$ cat src/common/crf_pkg.sv
// Constants and carrier types for the receive flag register block
`default_nettype none
package crf_pkg;
   localparam int ADDR_W = 4;
   localparam int DATA_W = 8;
   localparam int TEC_W = 9;
   localparam int REC_W = 8;
   // Register offsets
   localparam logic [ADDR_W-1:0] OFS_FLAGS = 4'h0;
   localparam logic [ADDR_W-1:0] OFS_IRQ_EN = 4'h1;
   // Field positions in the flag register
   localparam int BIT_WAKE = 7;
   localparam int BIT_STAT = 6;
   localparam int RX_HI = 5;
   localparam int RX_LO = 4;
   localparam int TX_HI = 3;
   localparam int TX_LO = 2;
   // Reset values
   localparam logic RST_FLAG = 1'b0;
   localparam logic [DATA_W-1:0] RST_DATA = 8'h00;
   // Error counter thresholds
   localparam logic [TEC_W-1:0] LIM_WARN = 9'h060;
   localparam logic [TEC_W-1:0] LIM_PASSIVE = 9'h080;
   localparam logic [TEC_W-1:0] LIM_OFF = 9'h100;
   // Bus status codes
   typedef enum logic [1:0] {
      CRF_OK = 2'h0,
      CRF_WARN = 2'h1,
      CRF_PASSIVE = 2'h2,
      CRF_OFF = 2'h3
   } crf_state_t;
   typedef struct packed {
      logic [ADDR_W-1:0] addr;
      logic [DATA_W-1:0] wdata;
      logic wr;
      logic rd;
   } crf_bus_req_t;
   typedef struct packed {
      logic [TEC_W-1:0] tec;
      logic [REC_W-1:0] rec;
   } crf_err_cnt_t;
endpackage
`default_nettype wire

$ cat src/hw/crf_receive_flags.sv
// Receive flag and bus status register of the CAN controller
//
// Summary of operation
// RL1: While init request and acknowledge are both high the flags are held at reset, and writes resume once both are low.
// RL2: The receiver and transmitter status fields are not touched by initialization mode.
// RL3: Bus activity seen in sleep mode with wake enable set raises the wake flag in bit 7.
// RL4: A wake interrupt is requested while the wake flag is set and its enable is high.
// RL5: A change of the bus status derived from the error counters raises the status change flag in bit 6.
// RL6: An error interrupt is requested while the status change flag is set and its enable is high.
// RL7: The status fields update only while no status change is pending and stay frozen otherwise.
// RL8: The receiver status sits in bits 5 to 4 and reads 00 while the receive counter is below 96.
// RL9: The transmitter status sits in bits 3 to 2 and reads 00 while the transmit counter is below 96.
// RL10: Writing one to a flag clears it, writing zero does nothing, and the status fields are read-only.
// RL11: Codes 01, 10 and 11 mean warning from 96, error passive from 128 and bus-off above 255.
//
// Implementation choices: the register offsets and the address-and-strobe port.
`default_nettype none
module crf_receive_flags (
   // Clock and reset
   input wire logic i_clk_sys,
   input wire logic i_reset,
   // Register port
   input wire crf_pkg::crf_bus_req_t i_bus,
   output logic [crf_pkg::DATA_W-1:0] o_rdata,
   // Controller state
   input wire logic i_init_request,
   input wire logic i_init_acknowledge,
   input wire logic i_sleep_mode,
   input wire logic i_wake_enable,
   input wire crf_pkg::crf_err_cnt_t i_err_cnt,
   // Receive pin activity, asynchronous
   input wire logic i_bus_activity,
   // Interrupts
   output logic o_wake_irq,
   output logic o_status_irq,
   output logic o_irq
);
   ////////////////////////////////////////////////////////////////////////
   // Bus status decode
   function automatic crf_pkg::crf_state_t state_of(
      input logic [crf_pkg::TEC_W-1:0] cnt,
      input logic has_off
   );
      crf_pkg::crf_state_t s;
      if (has_off && cnt >= crf_pkg::LIM_OFF) begin // [RL11]
         s = crf_pkg::CRF_OFF;
      end else if (cnt >= crf_pkg::LIM_PASSIVE) begin // [RL11]
         s = crf_pkg::CRF_PASSIVE;
      end else if (cnt >= crf_pkg::LIM_WARN) begin // [RL11]
         s = crf_pkg::CRF_WARN;
      end else begin
         s = crf_pkg::CRF_OK; // [RL8] [RL9]
      end
      return s;
   endfunction

   ////////////////////////////////////////////////////////////////////////
   // State
   logic act_s1_q;
   logic act_s2_q;
   logic wake_flag_q;
   logic wake_flag_d;
   logic status_change_flag_q;
   logic status_change_flag_d;
   logic [1:0] rx_bus_state_q;
   logic [1:0] rx_bus_state_d;
   logic [1:0] tx_bus_state_q;
   logic [1:0] tx_bus_state_d;
   logic [1:0] rx_prev_q;
   logic [1:0] tx_prev_q;
   logic wake_ie_q;
   logic status_ie_q;
   logic [crf_pkg::DATA_W-1:0] rdata_q;

   ////////////////////////////////////////////////////////////////////////
   // Decode
   wire init_hold = i_init_request && i_init_acknowledge;
   wire init_free = !i_init_request && !i_init_acknowledge;
   wire wr_flags = i_bus.wr && (i_bus.addr == crf_pkg::OFS_FLAGS) && init_free;
   wire wr_ie = i_bus.wr && (i_bus.addr == crf_pkg::OFS_IRQ_EN);
   wire clr_wake = wr_flags && i_bus.wdata[crf_pkg::BIT_WAKE];
   wire clr_stat = wr_flags && i_bus.wdata[crf_pkg::BIT_STAT];
   wire [1:0] rx_cur = state_of({1'b0, i_err_cnt.rec}, 1'b0);
   wire [1:0] tx_cur = state_of(i_err_cnt.tec, 1'b1);
   wire wake_evt = act_s2_q && i_sleep_mode && i_wake_enable; // [RL3]
   wire stat_evt = (rx_cur != rx_prev_q) || (tx_cur != tx_prev_q); // [RL5]
   wire [crf_pkg::DATA_W-1:0] flags_view = {
      wake_flag_q, status_change_flag_q, rx_bus_state_q, tx_bus_state_q, 2'h0};
   wire [crf_pkg::DATA_W-1:0] ie_view = {wake_ie_q, status_ie_q, 6'h00};
   wire [crf_pkg::DATA_W-1:0] rd_mux =
      (i_bus.addr == crf_pkg::OFS_FLAGS) ? flags_view :
      (i_bus.addr == crf_pkg::OFS_IRQ_EN) ? ie_view : crf_pkg::RST_DATA;

   ////////////////////////////////////////////////////////////////////////
   // Next state: set beats a same-cycle clear
   always_comb begin
      wake_flag_d = wake_flag_q;
      status_change_flag_d = status_change_flag_q;
      if (clr_wake) begin
         wake_flag_d = crf_pkg::RST_FLAG; // [RL10]
      end
      if (clr_stat) begin
         status_change_flag_d = crf_pkg::RST_FLAG; // [RL10]
      end
      if (wake_evt) begin
         wake_flag_d = 1'b1; // [RL3]
      end
      if (stat_evt) begin
         status_change_flag_d = 1'b1; // [RL5]
      end
      if (init_hold) begin
         wake_flag_d = crf_pkg::RST_FLAG; // [RL1]
         status_change_flag_d = crf_pkg::RST_FLAG; // [RL1]
      end
   end

   // Fields freeze while a change is pending; init mode does not touch them
   assign rx_bus_state_d = status_change_flag_q ? rx_bus_state_q : rx_cur; // [RL7] [RL2]
   assign tx_bus_state_d = status_change_flag_q ? tx_bus_state_q : tx_cur; // [RL7] [RL2]

   ////////////////////////////////////////////////////////////////////////
   // Registers
   always_ff @(posedge i_clk_sys) begin
      act_s1_q <= i_bus_activity;
      act_s2_q <= act_s1_q;
   end

   always_ff @(posedge i_clk_sys) begin
      if (i_reset) begin
         wake_flag_q <= crf_pkg::RST_FLAG;
         status_change_flag_q <= crf_pkg::RST_FLAG;
         rx_bus_state_q <= crf_pkg::CRF_OK;
         tx_bus_state_q <= crf_pkg::CRF_OK;
         rx_prev_q <= crf_pkg::CRF_OK;
         tx_prev_q <= crf_pkg::CRF_OK;
      end else begin
         wake_flag_q <= wake_flag_d;
         status_change_flag_q <= status_change_flag_d;
         rx_bus_state_q <= rx_bus_state_d;
         tx_bus_state_q <= tx_bus_state_d;
         rx_prev_q <= rx_cur;
         tx_prev_q <= tx_cur;
      end
   end

   always_ff @(posedge i_clk_sys) begin
      if (i_reset) begin
         wake_ie_q <= crf_pkg::RST_FLAG;
         status_ie_q <= crf_pkg::RST_FLAG;
      end else if (wr_ie) begin
         wake_ie_q <= i_bus.wdata[crf_pkg::BIT_WAKE];
         status_ie_q <= i_bus.wdata[crf_pkg::BIT_STAT];
      end
   end

   always_ff @(posedge i_clk_sys) begin
      if (i_reset) begin
         rdata_q <= crf_pkg::RST_DATA;
      end else if (i_bus.rd) begin
         rdata_q <= rd_mux;
      end else begin
         rdata_q <= crf_pkg::RST_DATA;
      end
   end

   ////////////////////////////////////////////////////////////////////////
   // Outputs
   assign o_rdata = rdata_q;
   assign o_wake_irq = wake_flag_q && wake_ie_q; // [RL4]
   assign o_status_irq = status_change_flag_q && status_ie_q; // [RL6]
   assign o_irq = o_wake_irq || o_status_irq;

   ////////////////////////////////////////////////////////////////////////
   // Checks
   wire [crf_pkg::TEC_W-1:0] rec_wide = {1'b0, i_err_cnt.rec};
   a_init_holds_flags: assert property ( // [RL1]
      @(posedge i_clk_sys) disable iff (i_reset)
      init_hold |=> !wake_flag_q && !status_change_flag_q)
      else $error("flags not held during init");

   a_fields_keep_init: assert property ( // [RL2]
      @(posedge i_clk_sys) disable iff (i_reset)
      init_hold && !status_change_flag_q
      |=> rx_bus_state_q == $past(rx_cur) && tx_bus_state_q == $past(tx_cur))
      else $error("status fields disturbed by init");

   a_wake_sets: assert property ( // [RL3]
      @(posedge i_clk_sys) disable iff (i_reset)
      act_s2_q && i_sleep_mode && i_wake_enable && !init_hold |=> wake_flag_q)
      else $error("wake flag not set");

   a_wake_irq_level: assert property ( // [RL4]
      @(posedge i_clk_sys) disable iff (i_reset)
      o_wake_irq == (flags_view[crf_pkg::BIT_WAKE] && ie_view[crf_pkg::BIT_WAKE]))
      else $error("wake interrupt level wrong");

   a_status_sets: assert property ( // [RL5]
      @(posedge i_clk_sys) disable iff (i_reset)
      ($changed(tx_cur) || $changed(rx_cur)) && !init_hold |=> status_change_flag_q)
      else $error("status change flag not set");

   a_status_irq_level: assert property ( // [RL6]
      @(posedge i_clk_sys) disable iff (i_reset)
      status_change_flag_q && status_ie_q |-> o_status_irq && o_irq)
      else $error("error interrupt missing");

   a_fields_frozen: assert property ( // [RL7]
      @(posedge i_clk_sys) disable iff (i_reset)
      status_change_flag_q |=> $stable(rx_bus_state_q) && $stable(tx_bus_state_q))
      else $error("status fields moved while pending");

   a_rx_ok_code: assert property ( // [RL8]
      @(posedge i_clk_sys) disable iff (i_reset)
      !status_change_flag_q && rec_wide < crf_pkg::LIM_WARN
      |=> rx_bus_state_q == crf_pkg::CRF_OK)
      else $error("receiver status not ok");

   a_tx_ok_code: assert property ( // [RL9]
      @(posedge i_clk_sys) disable iff (i_reset)
      !status_change_flag_q && i_err_cnt.tec < crf_pkg::LIM_WARN
      |=> tx_bus_state_q == crf_pkg::CRF_OK)
      else $error("transmitter status not ok");

   a_write_one_clears: assert property ( // [RL10]
      @(posedge i_clk_sys) disable iff (i_reset)
      clr_wake && !wake_evt |=> !wake_flag_q)
      else $error("write one did not clear");

   a_write_zero_keeps: assert property ( // [RL10]
      @(posedge i_clk_sys) disable iff (i_reset)
      wake_flag_q && !clr_wake && !init_hold |=> wake_flag_q)
      else $error("flag lost without clear");

   a_tx_busoff_code: assert property ( // [RL11]
      @(posedge i_clk_sys) disable iff (i_reset)
      !status_change_flag_q && i_err_cnt.tec >= crf_pkg::LIM_OFF
      |=> tx_bus_state_q == crf_pkg::CRF_OFF)
      else $error("bus-off code wrong");

   a_rx_warn_code: assert property ( // [RL11]
      @(posedge i_clk_sys) disable iff (i_reset)
      !status_change_flag_q && rec_wide >= crf_pkg::LIM_WARN && rec_wide < crf_pkg::LIM_PASSIVE
      |=> rx_bus_state_q == crf_pkg::CRF_WARN)
      else $error("receiver warning code wrong");

   a_rx_passive_code: assert property ( // [RL11]
      @(posedge i_clk_sys) disable iff (i_reset)
      !status_change_flag_q && rec_wide >= crf_pkg::LIM_PASSIVE
      |=> rx_bus_state_q == crf_pkg::CRF_PASSIVE)
      else $error("receiver passive code wrong");

   a_tx_warn_code: assert property ( // [RL11]
      @(posedge i_clk_sys) disable iff (i_reset)
      !status_change_flag_q && i_err_cnt.tec >= crf_pkg::LIM_WARN
         && i_err_cnt.tec < crf_pkg::LIM_PASSIVE |=> tx_bus_state_q == crf_pkg::CRF_WARN)
      else $error("transmitter warning code wrong");

   a_tx_passive_code: assert property ( // [RL11]
      @(posedge i_clk_sys) disable iff (i_reset)
      !status_change_flag_q && i_err_cnt.tec >= crf_pkg::LIM_PASSIVE
         && i_err_cnt.tec < crf_pkg::LIM_OFF |=> tx_bus_state_q == crf_pkg::CRF_PASSIVE)
      else $error("transmitter passive code wrong");

   a_rx_never_off: assert property ( // [RL11]
      @(posedge i_clk_sys) disable iff (i_reset)
      rx_bus_state_q != crf_pkg::CRF_OFF)
      else $error("receiver shows bus-off");

   a_fields_enter_init: assert property ( // [RL2]
      @(posedge i_clk_sys) disable iff (i_reset)
      init_hold && status_change_flag_q |=> $stable(rx_bus_state_q) && $stable(tx_bus_state_q))
      else $error("status fields reset by init");

   a_fields_follow: assert property ( // [RL7]
      @(posedge i_clk_sys) disable iff (i_reset)
      !status_change_flag_q
      |=> rx_bus_state_q == $past(rx_cur) && tx_bus_state_q == $past(tx_cur))
      else $error("status fields not tracking");

   a_wake_irq_masked: assert property ( // [RL4]
      @(posedge i_clk_sys) disable iff (i_reset)
      !wake_ie_q |-> !o_wake_irq)
      else $error("masked wake interrupt raised");

   a_status_irq_masked: assert property ( // [RL6]
      @(posedge i_clk_sys) disable iff (i_reset)
      !status_ie_q |-> !o_status_irq)
      else $error("masked error interrupt raised");

   a_status_clears: assert property ( // [RL10]
      @(posedge i_clk_sys) disable iff (i_reset)
      clr_stat && !stat_evt |=> !status_change_flag_q)
      else $error("status change flag not cleared");

   a_set_beats_clear: assert property ( // [RL3]
      @(posedge i_clk_sys) disable iff (i_reset)
      clr_wake && wake_evt |=> wake_flag_q)
      else $error("clear beat a wake event");

   a_init_blocks_write: assert property ( // [RL1]
      @(posedge i_clk_sys) disable iff (i_reset)
      i_bus.wr && i_bus.addr == crf_pkg::OFS_FLAGS && !init_free && !init_hold && wake_flag_q
      |=> wake_flag_q)
      else $error("flag write taken in init");

   a_status_quiet: assert property ( // [RL5]
      @(posedge i_clk_sys) disable iff (i_reset)
      !status_change_flag_q && !stat_evt |=> !status_change_flag_q)
      else $error("status change flag set without change");

   a_wake_quiet: assert property ( // [RL3]
      @(posedge i_clk_sys) disable iff (i_reset)
      !wake_flag_q && !(act_s2_q && i_sleep_mode && i_wake_enable) |=> !wake_flag_q)
      else $error("wake flag set without activity");

   a_rdata_idle: assert property ( // [RL10]
      @(posedge i_clk_sys) disable iff (i_reset)
      !i_bus.rd |=> o_rdata == crf_pkg::RST_DATA)
      else $error("read data outside read cycle");

   a_rdata_fields: assert property ( // [RL10]
      @(posedge i_clk_sys) disable iff (i_reset)
      i_bus.rd && i_bus.addr == crf_pkg::OFS_FLAGS
      |=> o_rdata[crf_pkg::RX_HI:crf_pkg::RX_LO] == $past(rx_bus_state_q)
         && o_rdata[crf_pkg::TX_HI:crf_pkg::TX_LO] == $past(tx_bus_state_q))
      else $error("status fields misread");
endmodule
`default_nettype wire

$ cat config.mk
export PLATFORM = sky130hd
export DESIGN_NAME = crf_receive_flags
export DESIGN_NICKNAME = d
export VERILOG_FILES = /design/src/common/crf_pkg.sv /design/src/hw/crf_receive_flags.sv
export SDC_FILE = /design/constraint.sdc
export NUM_CORES = 1
export LEC_CHECK = 0
export ABC_AREA = 1
export BUFFER_PORTS_ARGS = -buffer_cell sky130_fd_sc_hd__buf_2
export CAP_MARGIN = 40
export CORE_MARGIN = 10
export CORE_UTILIZATION = 38
export DETAILED_ROUTE_END_ITERATION = 8
export PLACE_DENSITY = 0.82
export REMOVE_ABC_BUFFERS = 1
export SLEW_MARGIN = 5
export SYNTH_ARGS = -nofsm -noshare
export SYNTH_HDL_FRONTEND = slang
export SYNTH_SLANG_ARGS = --single-unit
$ cat constraint.sdc
create_clock -name i_clk_sys -period 0.9 [get_ports i_clk_sys]
set_input_delay 0.045 -clock i_clk_sys [delete_from_list [all_inputs] [get_ports i_clk_sys]]
set_output_delay 0.045 -clock i_clk_sys [all_outputs]
set_load 0.1 [all_outputs]
# After elaboration in Yosys (flattened, before gate mapping)
# Index checks and enable logic that the tools add are counted.
# totals
register_bits	22
in_bits	38
# op_classes
order_cmp	5
n_eq_ne	3
muxes	11
n_bitwise	1
n_reduce_logical	21
# ops
operator	n
$mux 8	2
$logic_and 1x1->1	11
$ge 9x7->1 const B	1
$ge 9x8->1 const B	1
$ge 9x9->1 const B	1
$ge 8x7->1 const B	1
$ge 8x8->1 const B	1
$mux 1	6
$mux 2	3
$eq 4x1->1 const B	1
$logic_not 4->1	1
$ne 2x2->1	2
$reduce_bool 2->1	2
$reduce_or 2->1	2
$reduce_or 3->1	1
$logic_not 1->1	2
$logic_or 1x1->1	2
$not 1->1	1

# Logic depth before layout (Yosys ltp)
# Gate-level depths: netlist of run 1.
# logic_depth
ltp_word	7
mapped_depth	8
depth_no_buf	8

# Worst setup path before layout of run 1
# OpenSTA, ideal clock, no wires.
# synth_path
path_type	reg2out
startpoint	register status_change_flag_q
endpoint	output port o_irq
arrival_ps	1112
required_ps	855
setup_slack_ps	-257
stages_incl_launch_ff	3
path_cell_list	dfxtp_1 nand2_1 nand2_1
# synth_between
elab_chain_len	2
# synth_rtl
item	line	source
start, declared	crf_receive_flags.sv:63	logic status_change_flag_q;
start signal, assigned	crf_receive_flags.sv:131	status_change_flag_q <= crf_pkg::RST_FLAG;
start signal, assigned	crf_receive_flags.sv:138	status_change_flag_q <= status_change_flag_d;
$logic_and 1x1->1	crf_receive_flags.sv:170	assign o_status_irq = status_change_flag_q && status_ie_q;
$logic_or 1x1->1	crf_receive_flags.sv:171	assign o_irq = o_wake_irq || o_status_irq;
end, declared	crf_receive_flags.sv:36	output logic o_irq
# No other way between the ends.

# Final worst setup path of run 1
# Ends and elaborated chain as after synthesis.

==> flow_summary_export.csv, run 1 <==
group,metric,value,unit
clock_tree,root_buffer,"clkbuf_4",
sta,setup_violations,4,
placed_design,place_ws,-36.4,ps
sta,timing.final.ws_setup,-116,ps
status,violations,"setup timing",
pwr,report.power.total,1.74,mW
status,status,"complete, but fails checks",
sta,fin_crit,1020,ps
sta,rsz0062_at_grt,"true",
final_layout,filler_cell_count,177,
clock_tree,cts_buffers,3,
clock_tree,htree_levels,1,
setup_path,arrival,970,ps
final_layout,layout_commonest_cell,"buf_2",
die,die_area,4600,um^2
global_routing,grt_usage,10.2,%
min_path,hold_path_class,"in2reg",
logic_synthesis,synth_area,870,um^2
final_layout,drive_above_1_share,52.9,%
die,row_count,17,
logic_synthesis,yosys_register_bits,20,
logic_synthesis,yosysUniqueCellTypes,21,
pwr,powerDensity,1320,nW/um^2
clock_tree,cts.clk_slew.worst_paths,100,ps
global_routing,grt_pass1_wl,3550,um
sta,hold_viol_final,0,
final_layout,final_nets,192,
pwr,peakVddDrop,1030,uV
logic_synthesis,ys_seq_area_share,46.0,%
sta,timing.hold.ws,16.1,ps
detailed_routing,drtIter0Drc,14,
final_layout,multi_input_area,388,um^2
pwr,p_switching,0.455,mW
pwr,combPwrFrac,17.2,%
detailed_routing,detail_route.wl_per_cell,12.2,um
setup_path,critPathMaxFanout,2,
detailed_routing,ant_nets,0,
pwr,p_int,1.29,mW
detailed_routing,num_vias,841,
logic_synthesis,yosysWarningCount,0,
final_layout,seq_area,415,um^2
global_routing,grt_max_degree,12,
clock_tree,cts_tree,"yes",
die,fp.dieH,67.8,um
global_routing,grt_pass1_vias,856,
die,fp.dieW,67.8,um
placed_design,gp_congestion,0.831,
die,core-area,2190,um^2
detailed_routing,drc,0,
die,io_pins,49,
global_routing,overflow,0,
setup_path,path_class,"reg2out",
clock_tree,insertion_delay,290,ps
logic_synthesis,synth_cells,111,
placed_design,dp_hpwl,1660,um
detailed_routing,detailedRoute.firstPassIterationCount,4,
detailed_routing,via_per_inst,4.65,
pwr,leakage,0.623,nW
logic_synthesis,async_reset_ff_share,0,%
placed_design,io_buffers,30,
final_layout,finish.utilization,60.4,%
setup_path,cp-end-kind,"primary output",
logic_synthesis,synthFlopType,"dfxtp_1",
final_layout,final_cell_mix,"buf_2, nand2_1, dfxtp_2",
job,drv_cap,0,
sta,drv_slew,0,
sta,fmax,985,MHz
clock_tree,cts_buffer_depth,2,
pwr,share_seq_of_total_power,54.1,%
final_layout,area_growth,52.1,%
global_routing,antenna_found_initial,0,
setup_path,cp.required,850,ps
setup_path,cp-start-kind,"flop",
clock_tree,cts_num_sinks,20,
die,start_util,39.7,%
logic_synthesis,synth-edff-count,0,
detailed_routing,wl,2210,um
sta,fin_crit_sh,113,%
logic_synthesis,synth_area_per_cell,7.83,um^2
pwr,swShare,26.1,%
sta,fin_skew,2.70,ps
pwr,pwr-share-clk,28.7,%
final_layout,diodes,0,
[kinds of logic (layout without fill, tap and decap cells)]
kind of cell	after synthesis	count (layout)	synth area share, %
simple gates	51	51	31.1
buf+inv	23	64	11.7
flops	20	20	46.0
compound gates	16	16	10.8
other cells	1	2	0.431
[stage by stage]
step	instances	instance area, um^2	TNS [ps]
after floorplan	109	847	-904
after global placement	168	1170	0
after detailed placement	168	1170	-36.4
after CTS	180	1310	-340
after global routing	181	1320	-621
final	181	1320	-310
[worst max-delay path, stage by stage (launching register included)]
cell and delay (ps):
dfxtp_2 350, nand2_2 70, nand2_2 90, buf_12 170
[power by group through the flow]
stage               logic [mW]  registers (mW)  clock network [mW]
floorplan                0.154           0.963                   0
global placement         0.247           0.958                   0
detailed placement       0.257           0.961                   0
CTS                      0.289           0.941               0.519
global route             0.328           0.945               0.563
finish                   0.300           0.942               0.500
[timing repair]
item,CTS,global route
endpoints found under the hold margin,3,0
pin swaps,4,4
cloned,0,0
setup buffers,4,1
setup endpoints to repair,7,12
hold buffers,4,0
gates resized for setup,18,7
[synthesized netlist by cell type (2+ instances only)]
| cell type | instances | area (um^2) |
|---|---|---|
| nand2_1 | 22 | 82.6 |
| dfxtp_1 | 20 | 400 |
| inv_1 | 15 | 56.3 |
| nor2_1 | 11 | 41.3 |
| a21oi_1 | 9 | 45.0 |
| nand3_1 | 6 | 30.0 |
| inv_2 | 5 | 18.8 |
| o21ai_0 | 4 | 20.0 |
| nand2_2 | 3 | 18.8 |
| nor2_2 | 3 | 18.8 |
| buf_4 | 2 | 15.0 |
| nand3_2 | 2 | 20.0 |
[registers in the layout, summed over array words and instances (netlist names)]
register and cells:
act_s1_q 1, act_s2_q 1, o_rdata 6, rx_bus_state_q 2
rx_prev_q 2, status_change_flag_q 1, status_ie_q 1, tx_bus_state_q 2
tx_prev_q 2, wake_flag_q 1, wake_ie_q 1
[final cells by class]
class / instances / area share, %
Clock buffer: 4 / 2.74
Inverter: 20 / 5.87
Multi-Input combinational cell: 69 / 29.3
Tap cell: 28 / 2.65
Timing Repair Buffer: 40 / 28.0
Sequential cell: 20 / 31.4
[routing by layer]
metal  share of wire [%]  GRT usage (%)
met5                   0              0
met4                 2.0           5.53
met3                 8.5           3.43
met2                  56           19.6
met1                  33           9.13
[worst paths after layout]
kind	depth (start not counted)	slack (ps)	endpoint	from
max	3	-120	o_irq	status_change_flag_q
min	4	20	status_change_flag_q	i_init_acknowledge
max reg2reg	7	0	status_change_flag_q	rx_prev_q[1]
min reg2reg	0	340	act_s2_q	act_s1_q
Power figures use the tool's default switching activity.
==> run 2: changes to the inputs <==
--- a/config.mk
+++ b/config.mk
@@ -5,11 +5,10 @@
 export SDC_FILE = /design/constraint.sdc
 export NUM_CORES = 1
 export LEC_CHECK = 0
-export ABC_AREA = 1
 export BUFFER_PORTS_ARGS = -buffer_cell sky130_fd_sc_hd__buf_2
 export CAP_MARGIN = 40
 export CORE_MARGIN = 10
-export CORE_UTILIZATION = 38
+export CORE_UTILIZATION = 37
 export DETAILED_ROUTE_END_ITERATION = 8
 export PLACE_DENSITY = 0.82
 export REMOVE_ABC_BUFFERS = 1
==> flow_summary_export.csv, run 2 <==
group,metric,value,unit
logic_synthesis,yosysWarningCount,0,
detailed_routing,drtIter0Drc,32,
clock_tree,root_buffer,"clkbuf_4",
sta,rsz0062_at_grt,"true",
logic_synthesis,synth_area,792,um^2
die,die_area,4390,um^2
global_routing,grt_pass1_wl,3710,um
die,fp.dieH,66.3,um
global_routing,overflow,0,
clock_tree,cts_tree,"yes",
logic_synthesis,synth_area_leaders,"dfxtp_1, nor2_1, mux2i_1, and2_1, nor3_1",
placed_design,io_buffers,30,
setup_path,path_class,"reg2out",
pwr,powerDensity,1520,nW/um^2
die,io_pins,49,
detailed_routing,via_per_inst,4.84,
clock_tree,htree_levels,1,
global_routing,use_met2,18.8,%
logic_synthesis,ys_seq_area_share,50.6,%
global_routing,globalRouteMet1Util,10.6,%
sta,fin_crit,1250,ps
detailed_routing,wl,2180,um
logic_synthesis,yosysTopAreaCellShare,50.6,%
global_routing,grt.busiest_layer,"met2",
logic_synthesis,synth_cells,81,
logic_synthesis,synthFlopType,"dfxtp_1",
setup_path,cp.required,850,ps
setup_path,r2r_start,"tx_prev_q[1]",
global_routing,grt_max_degree,13,
final_layout,drive_above_1_share,53.1,%
pwr,peakVddDrop,1290,uV
logic_synthesis,synth_area_per_cell,9.78,um^2
setup_path,rrSetupSlack,-120,ps
logic_synthesis,yosysMostFrequentCell,"dfxtp_1",
final_layout,area_growth,65.7,%
die,fp.dieW,66.3,um
placed_design,dp_hpwl,1590,um
final_layout,layout_commonest_cell,"buf_2",
job,drv_cap,0,
sta,finalSetupTns,-887,ps
final_layout,multi_input_area,394,um^2
global_routing,antenna_found_initial,0,
logic_synthesis,yosysTopAreaCell,"dfxtp_1",
sta,fin_crit_sh,138,%
setup_path,cp-end-kind,"primary output",
setup_path,arrival,1200,ps
placed_design,gp_congestion,0.783,
global_routing,grt_usage,10.8,%
detailed_routing,ant_nets,0,
detailed_routing,detailedRoute.firstPassIterationCount,4,
setup_path,crit_end,"o_irq",
final_layout,seq_area,413,um^2
detailed_routing,num_vias,750,
logic_synthesis,yosys_register_bits,20,
logic_synthesis,yosysUniqueCellTypes,29,
setup_path,critPathMaxFanout,2,
status,violations,"setup timing",
final_layout,finish.utilization,65.6,%
final_layout,final_nets,167,
global_routing,groute.layer.met3.usage,2.54,%
clock_tree,cts_num_sinks,20,
die,start_util,39.6,%
clock_tree,cts_buffer_depth,2,
sta,hold_viol_final,0,
global_routing,grt_pass1_vias,833,
detailed_routing,detail_route.wl_per_cell,14.0,um
pwr,leakage,0.583,nW
final_layout,filler_cell_count,153,
sta,fmax,802,MHz
final_layout,largest_reg_flops,6,
sta,timing.final.ws_setup,-346,ps
logic_synthesis,synth-edff-count,0,
final_layout,diodes,0,
final_layout,final_cell_mix,"buf_2, nor2_1, buf_4",
logic_synthesis,async_reset_ff_share,0,%
detailed_routing,drc,0,
setup_path,cp-start-kind,"flop",
clock_tree,insertion_delay,300,ps
pwr,report.power.total,1.99,mW
min_path,hold_path_class,"in2reg",
clock_tree,cts_buffers,3,
logic_synthesis,netlist_top_cells_count,"dfxtp_1, nor2_1, and2_1",
sta,fin_skew,2.18,ps
setup_path,max_stage_delay,340,ps
setup_path,reg2reg_to,"status_change_flag_q",
setup_path,crit_path_cell_trace,"and2_4 -> or2_4 -> buf_12",
die,row_count,16,
die,core-area,2000,um^2
setup_path,cp-startpoint,"wake_flag_q",
status,status,"complete, but fails checks",
clock_tree,cts.clk_slew.worst_paths,110,ps
final_layout,finalInstanceArea,1310,um^2
setup_path,reg2reg_depth,3,
sta,setup_violations,4,
placed_design,dpl_cell_area,1170,um^2
setup_path,cp_slowest_cell,"dfxtp_2",
sta,drv_slew,0,
[run 2: cell count changes after synthesis, moves of 3 or more]
cell,change
nand2_1,-20
nand2_2,-3
nor3_1,+5
a21oi_1,-6
o21ai_0,-4
inv_1,-15
mux2i_1,+5
nand3_1,-5
nor2_1,+3
and2_1,+6
inv_2,-5
[run 2: cells by family after synthesis]
group	share of synthesized area [%]
and+or+nand+nor	30.0
muxes	6.32
xor gates and xnor gates	2.21
buffers and inverters	3.00
other	0.473
DFF	50.6
AOI/OAI and AO/OA	7.43
[run 2: worst min-delay path by stage]
stage                         from          end  slack, ps  depth (start not counted)
floorplan           i_bus_activity     act_s1_q         70                          0
global placement    i_bus_activity     act_s1_q        150                          1
detailed placement  i_bus_activity     act_s1_q        150                          1
CTS                       i_bus[9]    wake_ie_q         10                          3
global route              i_bus[9]    wake_ie_q          7                          3
finish                i_sleep_mode  wake_flag_q         20                          3
[run 2: what timing repair did]
action / in CTS / in global routing
pin swaps: 1 / 4
hold buffers: 4 / 0
setup endpoints to repair: 10 / 14
buffers inserted: 2 / 0
cloned: 0 / 0
resized for setup: 11 / 7
hold endpoints to repair: 4 / 0
[run 2: worst max-delay path, delay by kind of cell (launching register included)]
kind                   cells  cell delay, ps
flip-flops                 1             340
buffers and inverters      1             170
AND/OR/NAND/NOR            2             400
[run 2: power by group]
part | internal, mW | switching (mW) | leakage, nW | total (mW)
clock | 0.450 | 0.286 | 0.0279 | 0.736
combinational | 0.139 | 0.170 | 0.387 | 0.309
sequential | 0.928 | 0.0204 | 0.168 | 0.948
total | 1.52 | 0.477 | 0.583 | 1.99
[run 2: per-layer routing]
layer | part of all wire (%) | wire length [um]
met1 | 37 | 795
met2 | 57 | 1240
met3 | 3.3 | 71
met4 | 3.0 | 65
met5 | 0 | 0
[run 2: per-stage QoR]
step / cells / hold WS, ps / setup slack [ps]
detailed placement: 146 / 153 / -83.9
CTS: 156 / 13.9 / -354
global placement: 146 / 149 / -66.4
global route: 155 / 7.23 / -384
finish: 155 / 23.7 / -346
floorplan: 78 / 72.7 / -974
[run 2: area by class of cell]
class                      count  area share (%)
sequential                    20            31.5
timing repair buffer          46            31.9
clock buffer                   3            1.72
clock inverter                 1            2.29
tap                           27            2.57
multi-input combinational     58            30.0
